## src/spdi_consts.vh

```
`ifndef SPDI_CONSTS_VH
`define SPDI_CONSTS_VH
// ==========================================
// Clock and timing
`define SPDI_CLK_MHZ          25
`define SPDI_DET_DELAY_US     100
`define SPDI_DET_LOW_US       260
`define SPDI_DET_WIN_US       1000
`define SPDI_SHUTDOWN_US      2500
`define SPDI_START_US         2
`define SPDI_EOS_US           2
`define SPDI_ACK_VALID_US     1
`define SPDI_ACK_HOLD_US      512
`define SPDI_DET_DELAY_CYC    (`SPDI_DET_DELAY_US * `SPDI_CLK_MHZ)
`define SPDI_DET_LOW_CYC      (`SPDI_DET_LOW_US * `SPDI_CLK_MHZ)
`define SPDI_DET_WIN_CYC      (`SPDI_DET_WIN_US * `SPDI_CLK_MHZ)
`define SPDI_SHUTDOWN_CYC     (`SPDI_SHUTDOWN_US * `SPDI_CLK_MHZ)
`define SPDI_EOS_CYC          (`SPDI_EOS_US * `SPDI_CLK_MHZ)
`define SPDI_ACK_VALID_CYC    (`SPDI_ACK_VALID_US * `SPDI_CLK_MHZ)
`define SPDI_ACK_HOLD_CYC     (`SPDI_ACK_HOLD_US * `SPDI_CLK_MHZ)
// ==========================================
// Frame layout
`define SPDI_DEV_ADDR         8'h72
`define SPDI_ACK_REQ_BIT      7
`define SPDI_SEL_HI_BIT       6
`define SPDI_SEL_LO_BIT       5
`define SPDI_SEL_LEVEL        2'h0
`define SPDI_SEL_EMI          2'h2
`define SPDI_UNLOCK_PATTERN   7'h6a
`define SPDI_LEVEL_RESET      5'h1f
`define SPDI_EMI_RESET        2'h0
`define SPDI_REF_FULL_MV      8'hc8
`endif

```

## src/spdi_bit_decoder.v

```verilog
`timescale 1ns/1ps
`include "spdi_consts.vh"
module spdi_bit_decoder (
  // Clock and reset
  input  wire        clk_sys,
  input  wire        rst_n,
  // Control
  input  wire        enable,
  input  wire        pin,
  // Decoded bits
  output reg         bit_valid,
  output reg         bit_value,
  output reg         bit_error,
  output reg         eos,
  output reg         last_fall
);
  // ==========================================
  // Low and high time measurement
  // Counters saturate; a high longer than this is caught as end of stream first, and a low this long as shutdown.
  reg  [15:0] low_cnt;
  reg  [15:0] high_cnt;
  reg         pin_q;
  reg         in_bit;
  wire        fall = pin_q & ~pin;
  wire [16:0] low_x2  = {low_cnt, 1'b0};
  wire [16:0] high_x2 = {high_cnt, 1'b0};

  always @(posedge clk_sys or negedge rst_n) begin
    if (!rst_n) begin
      low_cnt   <= 16'h0000;
      high_cnt  <= 16'h0000;
      pin_q     <= 1'b1;
      in_bit    <= 1'b0;
      bit_valid <= 1'b0;
      bit_value <= 1'b0;
      bit_error <= 1'b0;
      eos       <= 1'b0;
      last_fall <= 1'b0;
    end else begin
      pin_q     <= pin;
      bit_valid <= 1'b0;
      bit_error <= 1'b0;
      eos       <= 1'b0;
      last_fall <= 1'b0;
      if (!enable) begin
        in_bit   <= 1'b0;
        low_cnt  <= 16'h0000;
        high_cnt <= 16'h0000;
      end else if (fall) begin
        last_fall <= 1'b1;
        if (in_bit) begin
          if ({1'b0, high_cnt} >= low_x2) begin
            bit_valid <= 1'b1;
            bit_value <= 1'b1;
          end else if ({1'b0, low_cnt} >= high_x2) begin
            bit_valid <= 1'b1;
            bit_value <= 1'b0;
          end else begin
            bit_error <= 1'b1;
          end
        end
        in_bit   <= 1'b1;
        low_cnt  <= 16'h0001;
        high_cnt <= 16'h0000;
      end else if (in_bit) begin
        if (pin) begin
          if (high_cnt != 16'hffff)
            high_cnt <= high_cnt + 16'h0001;
          // A long high with no falling edge closes the byte.
          if (high_cnt == `SPDI_EOS_CYC) begin
            eos    <= 1'b1;
            in_bit <= 1'b0;
          end
        end else if (high_cnt != 16'h0000) begin
          // Low after the high half: the last bit ends only with a falling edge.
        end else if (low_cnt != 16'hffff) begin
          low_cnt <= low_cnt + 16'h0001;
        end
      end
    end
  end
endmodule

```

## src/spdi_level_map.v

```verilog
`timescale 1ns/1ps
`include "spdi_consts.vh"
module spdi_level_map (
  // Level code in
  input  wire [4:0] level_code,
  // Reference out
  output wire [7:0] ref_mv
);
  function [7:0] code_to_mv;
    input [4:0] code;
    begin
      if (code == 5'h00)
        code_to_mv = 8'h00;
      else if (code <= 5'h0c)
        code_to_mv = 8'h02 + {3'h0, code} * 8'h03;
      else if (code <= 5'h17)
        code_to_mv = 8'h26 + ({3'h0, code} - 8'h0c) * 8'h06;
      else
        code_to_mv = 8'h68 + ({3'h0, code} - 8'h17) * 8'h0c;
    end
  endfunction
  assign ref_mv = code_to_mv(level_code);
endmodule

```

## src/spdi_top.v

```verilog
`timescale 1ns/1ps
`include "spdi_consts.vh"
// Notes on behaviour
// - Mode chosen each enable; default duty-cycle.
// - First rising edge enables, opens 1 ms window.
// - Low over 260 us after 100 us: serial.
// - Serial frames accepted immediately, window running.
// - Mode fixed until 2.5 ms low shutdown.
// - Constant high gives full 200 mV reference.
// - Reference gated by pulse, then low-pass filtered.
// - Serial command picks one of 32 steps.
// - Code to millivolt stepped mapping.
// - Level defaults to 31; shutdown restores it.
// - Address byte then data; address 72h only.
// - Data: ack flag, select bits, level code.
// - Bits sent most significant first.
// - End-of-stream of 2 us closes byte.
// - Bit value from high/low time ratio.
// - Ack only on request, match, 16 bits.
// - Pulldown after valid delay, at most 512 us.
// - Line released when acknowledge period ends.
// - Select 10 writes 2-bit tuning field.
// - Tuning write needs preceding unlock write.
module spdi_top (
  // Clock and reset
  input  wire       clk_sys,
  input  wire       rst_n,
  // Control pin, open drain
  input  wire       ctrl_in,
  output wire       ack_pulldown,
  output wire       ctrl_oe,
  // Status and regulation target
  output reg        enabled,
  output reg        serial_mode,
  output reg  [4:0] level_code,
  output reg  [1:0] emission_tuning_field,
  output reg        ref_gate,
  output reg  [7:0] feedback_node_ref_mv
);
  // ==========================================
  // Pin synchroniser
  reg        sync1;
  reg        pin;
  always @(posedge clk_sys or negedge rst_n) begin
    if (!rst_n) begin
      sync1 <= 1'b0;
      pin   <= 1'b0;
    end else begin
      sync1 <= ctrl_in;
      pin   <= sync1;
    end
  end

  // ==========================================
  // Enable, shutdown and mode detection
  localparam [1:0] MODE_OFF    = 2'h0;
  localparam [1:0] MODE_DETECT = 2'h1;
  localparam [1:0] MODE_RUN    = 2'h2;

  reg  [1:0]  mode_state;
  reg  [15:0] win_cnt;
  reg  [15:0] low_cnt;
  reg  [16:0] sd_cnt;
  reg         pin_q;
  wire        rise = pin & ~pin_q;

  always @(posedge clk_sys or negedge rst_n) begin
    if (!rst_n) begin
      mode_state  <= MODE_OFF;
      win_cnt     <= 16'h0000;
      low_cnt     <= 16'h0000;
      sd_cnt      <= 17'h00000;
      pin_q       <= 1'b0;
      enabled     <= 1'b0;
      serial_mode <= 1'b0;
    end else begin
      pin_q <= pin;
      if (pin || ack_pulldown)
        sd_cnt <= 17'h00000;
      else if (sd_cnt != `SPDI_SHUTDOWN_CYC)
        sd_cnt <= sd_cnt + 17'h00001;
      case (mode_state)
        MODE_OFF: begin
          enabled     <= 1'b0;
          serial_mode <= 1'b0;
          if (rise) begin
            mode_state <= MODE_DETECT;
            enabled    <= 1'b1;
            win_cnt    <= 16'h0000;
            low_cnt    <= 16'h0000;
          end
        end
        MODE_DETECT: begin
          if (win_cnt != 16'hffff)
            win_cnt <= win_cnt + 16'h0001;
          if (!pin && win_cnt >= `SPDI_DET_DELAY_CYC)
            low_cnt <= low_cnt + 16'h0001;
          else
            low_cnt <= 16'h0000;
          if (low_cnt == `SPDI_DET_LOW_CYC && win_cnt <= `SPDI_DET_WIN_CYC) begin
            serial_mode <= 1'b1;
            mode_state  <= MODE_RUN;
          end else if (win_cnt > `SPDI_DET_WIN_CYC) begin
            mode_state <= MODE_RUN;
          end
        end
        default: begin
          // The mode only changes through shutdown.
          if (sd_cnt == `SPDI_SHUTDOWN_CYC) begin
            mode_state  <= MODE_OFF;
            enabled     <= 1'b0;
            serial_mode <= 1'b0;
          end
        end
      endcase
      if (mode_state == MODE_DETECT && sd_cnt == `SPDI_SHUTDOWN_CYC)
        mode_state <= MODE_OFF;
    end
  end

  // ==========================================
  // Bit decoding, active once serial mode is chosen
  wire bit_valid;
  wire bit_value;
  wire bit_error;
  wire eos;
  wire last_fall;

  spdi_bit_decoder u_bits (
    .clk_sys   (clk_sys),
    .rst_n     (rst_n),
    .enable    (serial_mode & ~ack_pulldown),
    .pin       (pin),
    .bit_valid (bit_valid),
    .bit_value (bit_value),
    .bit_error (bit_error),
    .eos       (eos),
    .last_fall (last_fall)
  );

  // ==========================================
  // Frame assembly
  // Eight bits are followed by a falling edge that closes the eighth bit, so a byte
  // is complete when end of stream arrives with exactly eight decoded bits.
  reg  [7:0] shift;
  reg  [3:0] nbits;
  reg        bad;
  reg        have_addr;
  reg        addr_ok;
  reg        unlocked;
  reg        ack_pending;
  reg [15:0] ack_cnt;
  reg        ack_on;

  wire [7:0] data_byte = shift;
  wire [1:0] sel       = {data_byte[`SPDI_SEL_HI_BIT], data_byte[`SPDI_SEL_LO_BIT]};
  wire       byte_ok   = eos && !bad && nbits == 4'h8;

  always @(posedge clk_sys or negedge rst_n) begin
    if (!rst_n) begin
      shift                 <= 8'h00;
      nbits                 <= 4'h0;
      bad                   <= 1'b0;
      have_addr             <= 1'b0;
      addr_ok               <= 1'b0;
      unlocked              <= 1'b0;
      level_code            <= `SPDI_LEVEL_RESET;
      emission_tuning_field <= `SPDI_EMI_RESET;
      ack_pending           <= 1'b0;
    end else if (!enabled) begin
      shift                 <= 8'h00;
      nbits                 <= 4'h0;
      bad                   <= 1'b0;
      have_addr             <= 1'b0;
      addr_ok               <= 1'b0;
      unlocked              <= 1'b0;
      level_code            <= `SPDI_LEVEL_RESET;
      emission_tuning_field <= `SPDI_EMI_RESET;
      ack_pending           <= 1'b0;
    end else begin
      ack_pending <= 1'b0;
      if (bit_valid) begin
        shift <= {shift[6:0], bit_value};
        if (nbits != 4'hf)
          nbits <= nbits + 4'h1;
      end
      if (bit_error)
        bad <= 1'b1;
      if (eos) begin
        nbits <= 4'h0;
        bad   <= 1'b0;
        if (!have_addr) begin
          have_addr <= 1'b1;
          addr_ok   <= byte_ok && shift == `SPDI_DEV_ADDR;
        end else begin
          have_addr <= 1'b0;
          if (byte_ok && addr_ok) begin
            unlocked <= (data_byte[6:0] == `SPDI_UNLOCK_PATTERN);
            if (sel == `SPDI_SEL_LEVEL)
              level_code <= data_byte[4:0];
            else if (sel == `SPDI_SEL_EMI && unlocked)
              emission_tuning_field <= data_byte[1:0];
            ack_pending <= data_byte[`SPDI_ACK_REQ_BIT];
          end
        end
      end
    end
  end

  // ==========================================
  // Acknowledge
  // The final falling edge is only known as final once end of stream is seen, so the
  // pulldown starts the valid delay after that; the line has already been high for 2 us.
  always @(posedge clk_sys or negedge rst_n) begin
    if (!rst_n) begin
      ack_cnt <= 16'h0000;
      ack_on  <= 1'b0;
    end else if (!enabled) begin
      ack_cnt <= 16'h0000;
      ack_on  <= 1'b0;
    end else if (ack_pending) begin
      ack_cnt <= 16'h0001;
      ack_on  <= 1'b0;
    end else if (ack_cnt != 16'h0000) begin
      ack_cnt <= ack_cnt + 16'h0001;
      if (ack_cnt == `SPDI_ACK_VALID_CYC)
        ack_on <= 1'b1;
      if (ack_cnt == `SPDI_ACK_VALID_CYC + `SPDI_ACK_HOLD_CYC) begin
        ack_on  <= 1'b0;
        ack_cnt <= 16'h0000;
      end
    end
  end
  assign ack_pulldown = ack_on;
  assign ctrl_oe      = ack_on;

  // ==========================================
  // Reference generation
  // A first-order filter with a 1/1024 weight stands in for the analog low-pass stage.
  // A lighter weight leaves too much ripple at the slowest pulse rate to track the duty cycle.
  wire [7:0]  step_mv;
  reg  [17:0] filt;

  spdi_level_map u_map (
    .level_code (level_code),
    .ref_mv     (step_mv)
  );

  always @(posedge clk_sys or negedge rst_n) begin
    if (!rst_n) begin
      ref_gate             <= 1'b0;
      filt                 <= 18'h00000;
      feedback_node_ref_mv <= 8'h00;
    end else begin
      if (!enabled) begin
        ref_gate             <= 1'b0;
        filt                 <= 18'h00000;
        feedback_node_ref_mv <= 8'h00;
      end else if (serial_mode) begin
        ref_gate             <= 1'b1;
        filt                 <= {step_mv, 10'h000};
        feedback_node_ref_mv <= step_mv;
      end else begin
        ref_gate <= pin;
        filt <= filt - {10'h000, filt[17:10]} + (pin ? {10'h000, `SPDI_REF_FULL_MV} : 18'h00000);
        feedback_node_ref_mv <= filt[17:10];
      end
    end
  end
endmodule

```

## config.mk

```make
export PLATFORM = sky130hd
export DESIGN_NAME = spdi_top
export DESIGN_NICKNAME = d
export VERILOG_FILES = /design/src/spdi_bit_decoder.v /design/src/spdi_level_map.v /design/src/spdi_top.v
export VERILOG_INCLUDE_DIRS = /design/src
export SDC_FILE = /design/constraint.sdc
export NUM_CORES = 1
export LEC_CHECK = 0
export BUFFER_PORTS_ARGS = -buffer_cell sky130_fd_sc_hd__buf_2
export CAP_MARGIN = 40
export CORE_AREA = 2 2 105 183
export CTS_BUF_LIST = sky130_fd_sc_hd__clkbuf_2 sky130_fd_sc_hd__clkbuf_4 sky130_fd_sc_hd__clkbuf_8
export CTS_CLUSTER_SIZE = 28
export DETAILED_ROUTE_END_ITERATION = 7
export DIE_AREA = 0 0 107 185
export GPL_ROUTABILITY_DRIVEN = 0
export HOLD_SLACK_MARGIN = 0.06
export PLACE_DENSITY = 0.73
export SLEW_MARGIN = 10
export SYNTH_ARGS = -nofsm -noshare
export SYNTH_HDL_FRONTEND = slang
export SYNTH_HIERARCHICAL = 1
export SYNTH_SLANG_ARGS = --single-unit
```

## constraint.sdc

```tcl
create_clock -name clk_sys -period 3.9 [get_ports clk_sys]
set_clock_uncertainty 0.1 [all_clocks]
set_input_delay 1.17 -clock clk_sys [delete_from_list [all_inputs] [get_ports clk_sys]]
set_output_delay 1.17 -clock clk_sys [all_outputs]
set_load 0.01 [all_outputs]
```

==> impl_metrics.csv <==
group,metric,value,unit
run_status,outcome,"finished, final reports clean",
sta,finalCritPeriodShare,93.6,%
power,power,6730,uW
sta,slew_headroom,37.4,%
place,dp_hpwl,17700,um
critical_path,worstPathMaxFanout,13,
floorplanning,rows,66,
clock_tree,worstSkewPairLatency,0.50,ns
sta,fin_ws,0.251,ns
critical_path,cp.required,4.18,ns
flow_run,max_cap_violations,0,
logic_synthesis,yosysWarnings,6,
grt,grt_pass1_wl,40300,um
clock_tree,clockBufferDepth,2,
sta,max_freq,274,MHz
cells_and_area,final_cell_area,11500,um2
logic_synthesis,avgSynthCellArea,9.05,um2
critical_path,crit_type,"reg -> reg",
critical_path,r2r_start,"level_code[2]",
floorplanning,die-height,185,um
cells_and_area,fillers,1642,
critical_path,critPathMaxStageDelay,0.73,ns
critical_path,crit_start,"level_code[2]",
cells_and_area,drive_above_1_share,8.61,%
grt,overflow,0,
grt,grt_max_degree,81,
power,power.density,585,nW/um2
critical_path,critPathArrivalTime,3.93,ns
sta,hold_violations,0,
sta,grt_setup_unrepaired,"false",
cells_and_area,layout_common_cells,"dfrtp_1 (156), nor2_1 (129), nand2_1 (100), ha_1 (90), inv_1 (88)",
critical_path,setup.worst_path.end,"filt[17]",
power,vdd_drop_max,0.726,mV
drt,routed_wl,23600,um
sta,fin_crit,3.65,ns
cells_and_area,layout-area-overhead-vs-synth,6.86,%
clock_tree,cts_tree,"done",
floorplanning,initial_core_util,58.5,%
power,power.switching,2900,uW
critical_path,critPathLaunchType,"flop",
floorplanning,coreArea,18400,um2
logic_synthesis,netlist_instances,1190,
clock_tree,clock-root-buffer,"clkbuf_8",
min_path,min_from,"sync1",
sta,setup_tns,0,ns
drt,via_per_inst,6.02,
power,pwr-share-comb,51.6,%
power,clkPwrFrac,18.7,%
drt,wl_per_cell,16.2,um
drt,vias,8776,
drt,antenna_left,0,
power,switching_share,43.1,%
drt,first_pass_iters,5,
grt,grt_usage,25.4,%
cells_and_area,layout_commonest_cell,"dfrtp_1",
clock_tree,cts_made_buffers,17,
clock_tree,postCtsSetupBuffers,0,
clock_tree,clock-sinks,162,
logic_synthesis,syn-cell-area,10800,um2
clock_tree,holdBufCountCts,0,
power,p_int,3830,uW
cells_and_area,diodes,0,
place,numPortBuffers,22,
min_path,min_path_type,"reg -> reg",
grt,antenna_found_initial,0,
floorplanning,fp.dieArea,19800,um2
clock_tree,cts-resized-gates,0,
power,p_seq_share,29.7,%
place,detailed_place.area,11100,um2
critical_path,worstRegToRegCells,13,
cells_and_area,nets,1306,
power,leakagePower,0.00503,uW
floorplanning,die_w,107,um
clock_tree,cts_max_level,4,
logic_synthesis,postSynthNetCount,1289,
critical_path,cp_slowest_cell,"dfstp_2",
clock_tree,clk_pin_slew,0.11,ns
place,post-place-ws,0.337,ns
critical_path,path_cells,"ha_1 -> a21boi_1 -> nor2_1 -> ha_1 -> a21oi_1 -> o21ai_0 -> o22a_1 -> mux2i_1 -> xor2_1 -> o21ai_0 -> and3_1 -> a31oi_1 -> o211ai_1",
sta,tightest_slew,0.932,ns
grt,grt_pass1_vias,8714,
drt,drc_errors,0,
critical_path,rr_endpoint,"filt[17]",
sta,setup_viol,0,
sta,maxSlewViolCount,0,
critical_path,r2r_slack,0.25,ns
floorplanning,pin_count,23,
drt,drt_iter0_drc,465,
critical_path,end_kind,"flop",
## registers in the layout (all words and copies together), names as in the netlist, 4 cells and up
register / cells
filt: 18
sd_cnt: 17
ack_cnt: 16
low_cnt: 16
u_bits/high_cnt: 16
u_bits/low_cnt: 16
win_cnt: 16
data_byte: 8
feedback_node_ref_mv: 8
level_code: 5
nbits: 4
## layout make-up
cell class | instances | area (um2) | share of cell area [%]
multi-input combinational | 905 | 6190 | 53.8
timing repair buffer | 33 | 211 | 1.84
tap | 238 | 298 | 2.59
clock buffer | 17 | 234 | 2.03
inverter | 88 | 330 | 2.87
sequential | 162 | 4060 | 35.3
clock inverter | 15 | 176 | 1.53
## power by group through the flow
stage / registers (uW) / clock network [uW] / logic, uW
floorplan: 1980 / 0 / 2700
global placement: 2020 / 0 / 3340
detailed placement: 2030 / 0 / 3410
CTS: 2000 / 1290 / 3440
global route: 2020 / 1360 / 3840
finish: 2000 / 1260 / 3470
## worst min path at each step
stage | cells past startpoint | to | slack [ns]
floorplan | 0 | pin | 0.23
global placement | 0 | pin | 0.28
detailed placement | 0 | pin | 0.28
CTS | 0 | pin | 0.30
global route | 0 | pin | 0.30
finish | 0 | pin | 0.30
## through the flow
step	std cells	hold slack (ns)	util [%]
floorplan	1190	0.231	-
global placement	1426	0.278	60.2
detailed placement	1426	0.279	60.2
CTS	1458	0.296	62.5
global route	1458	0.300	62.5
finish	1458	0.300	62.5
## metal layers
| metal | vias up | wire [um] | track usage, % |
|---|---|---|---|
| li1 | 4257 | - | - |
| met1 | 4267 | 9380 | 27.6 |
| met2 | 180 | 12400 | 47.1 |
| met3 | 72 | 706 | 3.76 |
| met4 | 0 | 1050 | 12.9 |
| met5 | - | 0 | 0 |
## critical path: cells and delay by family, from the launching register on
family                     cells  cell delay (ns)
AOI/OAI and AO/OA              7             1.14
DFF                            1             0.73
adders and majority gates      2             0.67
and+or+nand+nor                2             0.54
muxes                          1             0.19
xor gates and xnor gates       1             0.18
Note: power is estimated with default switching activity, not from simulation.
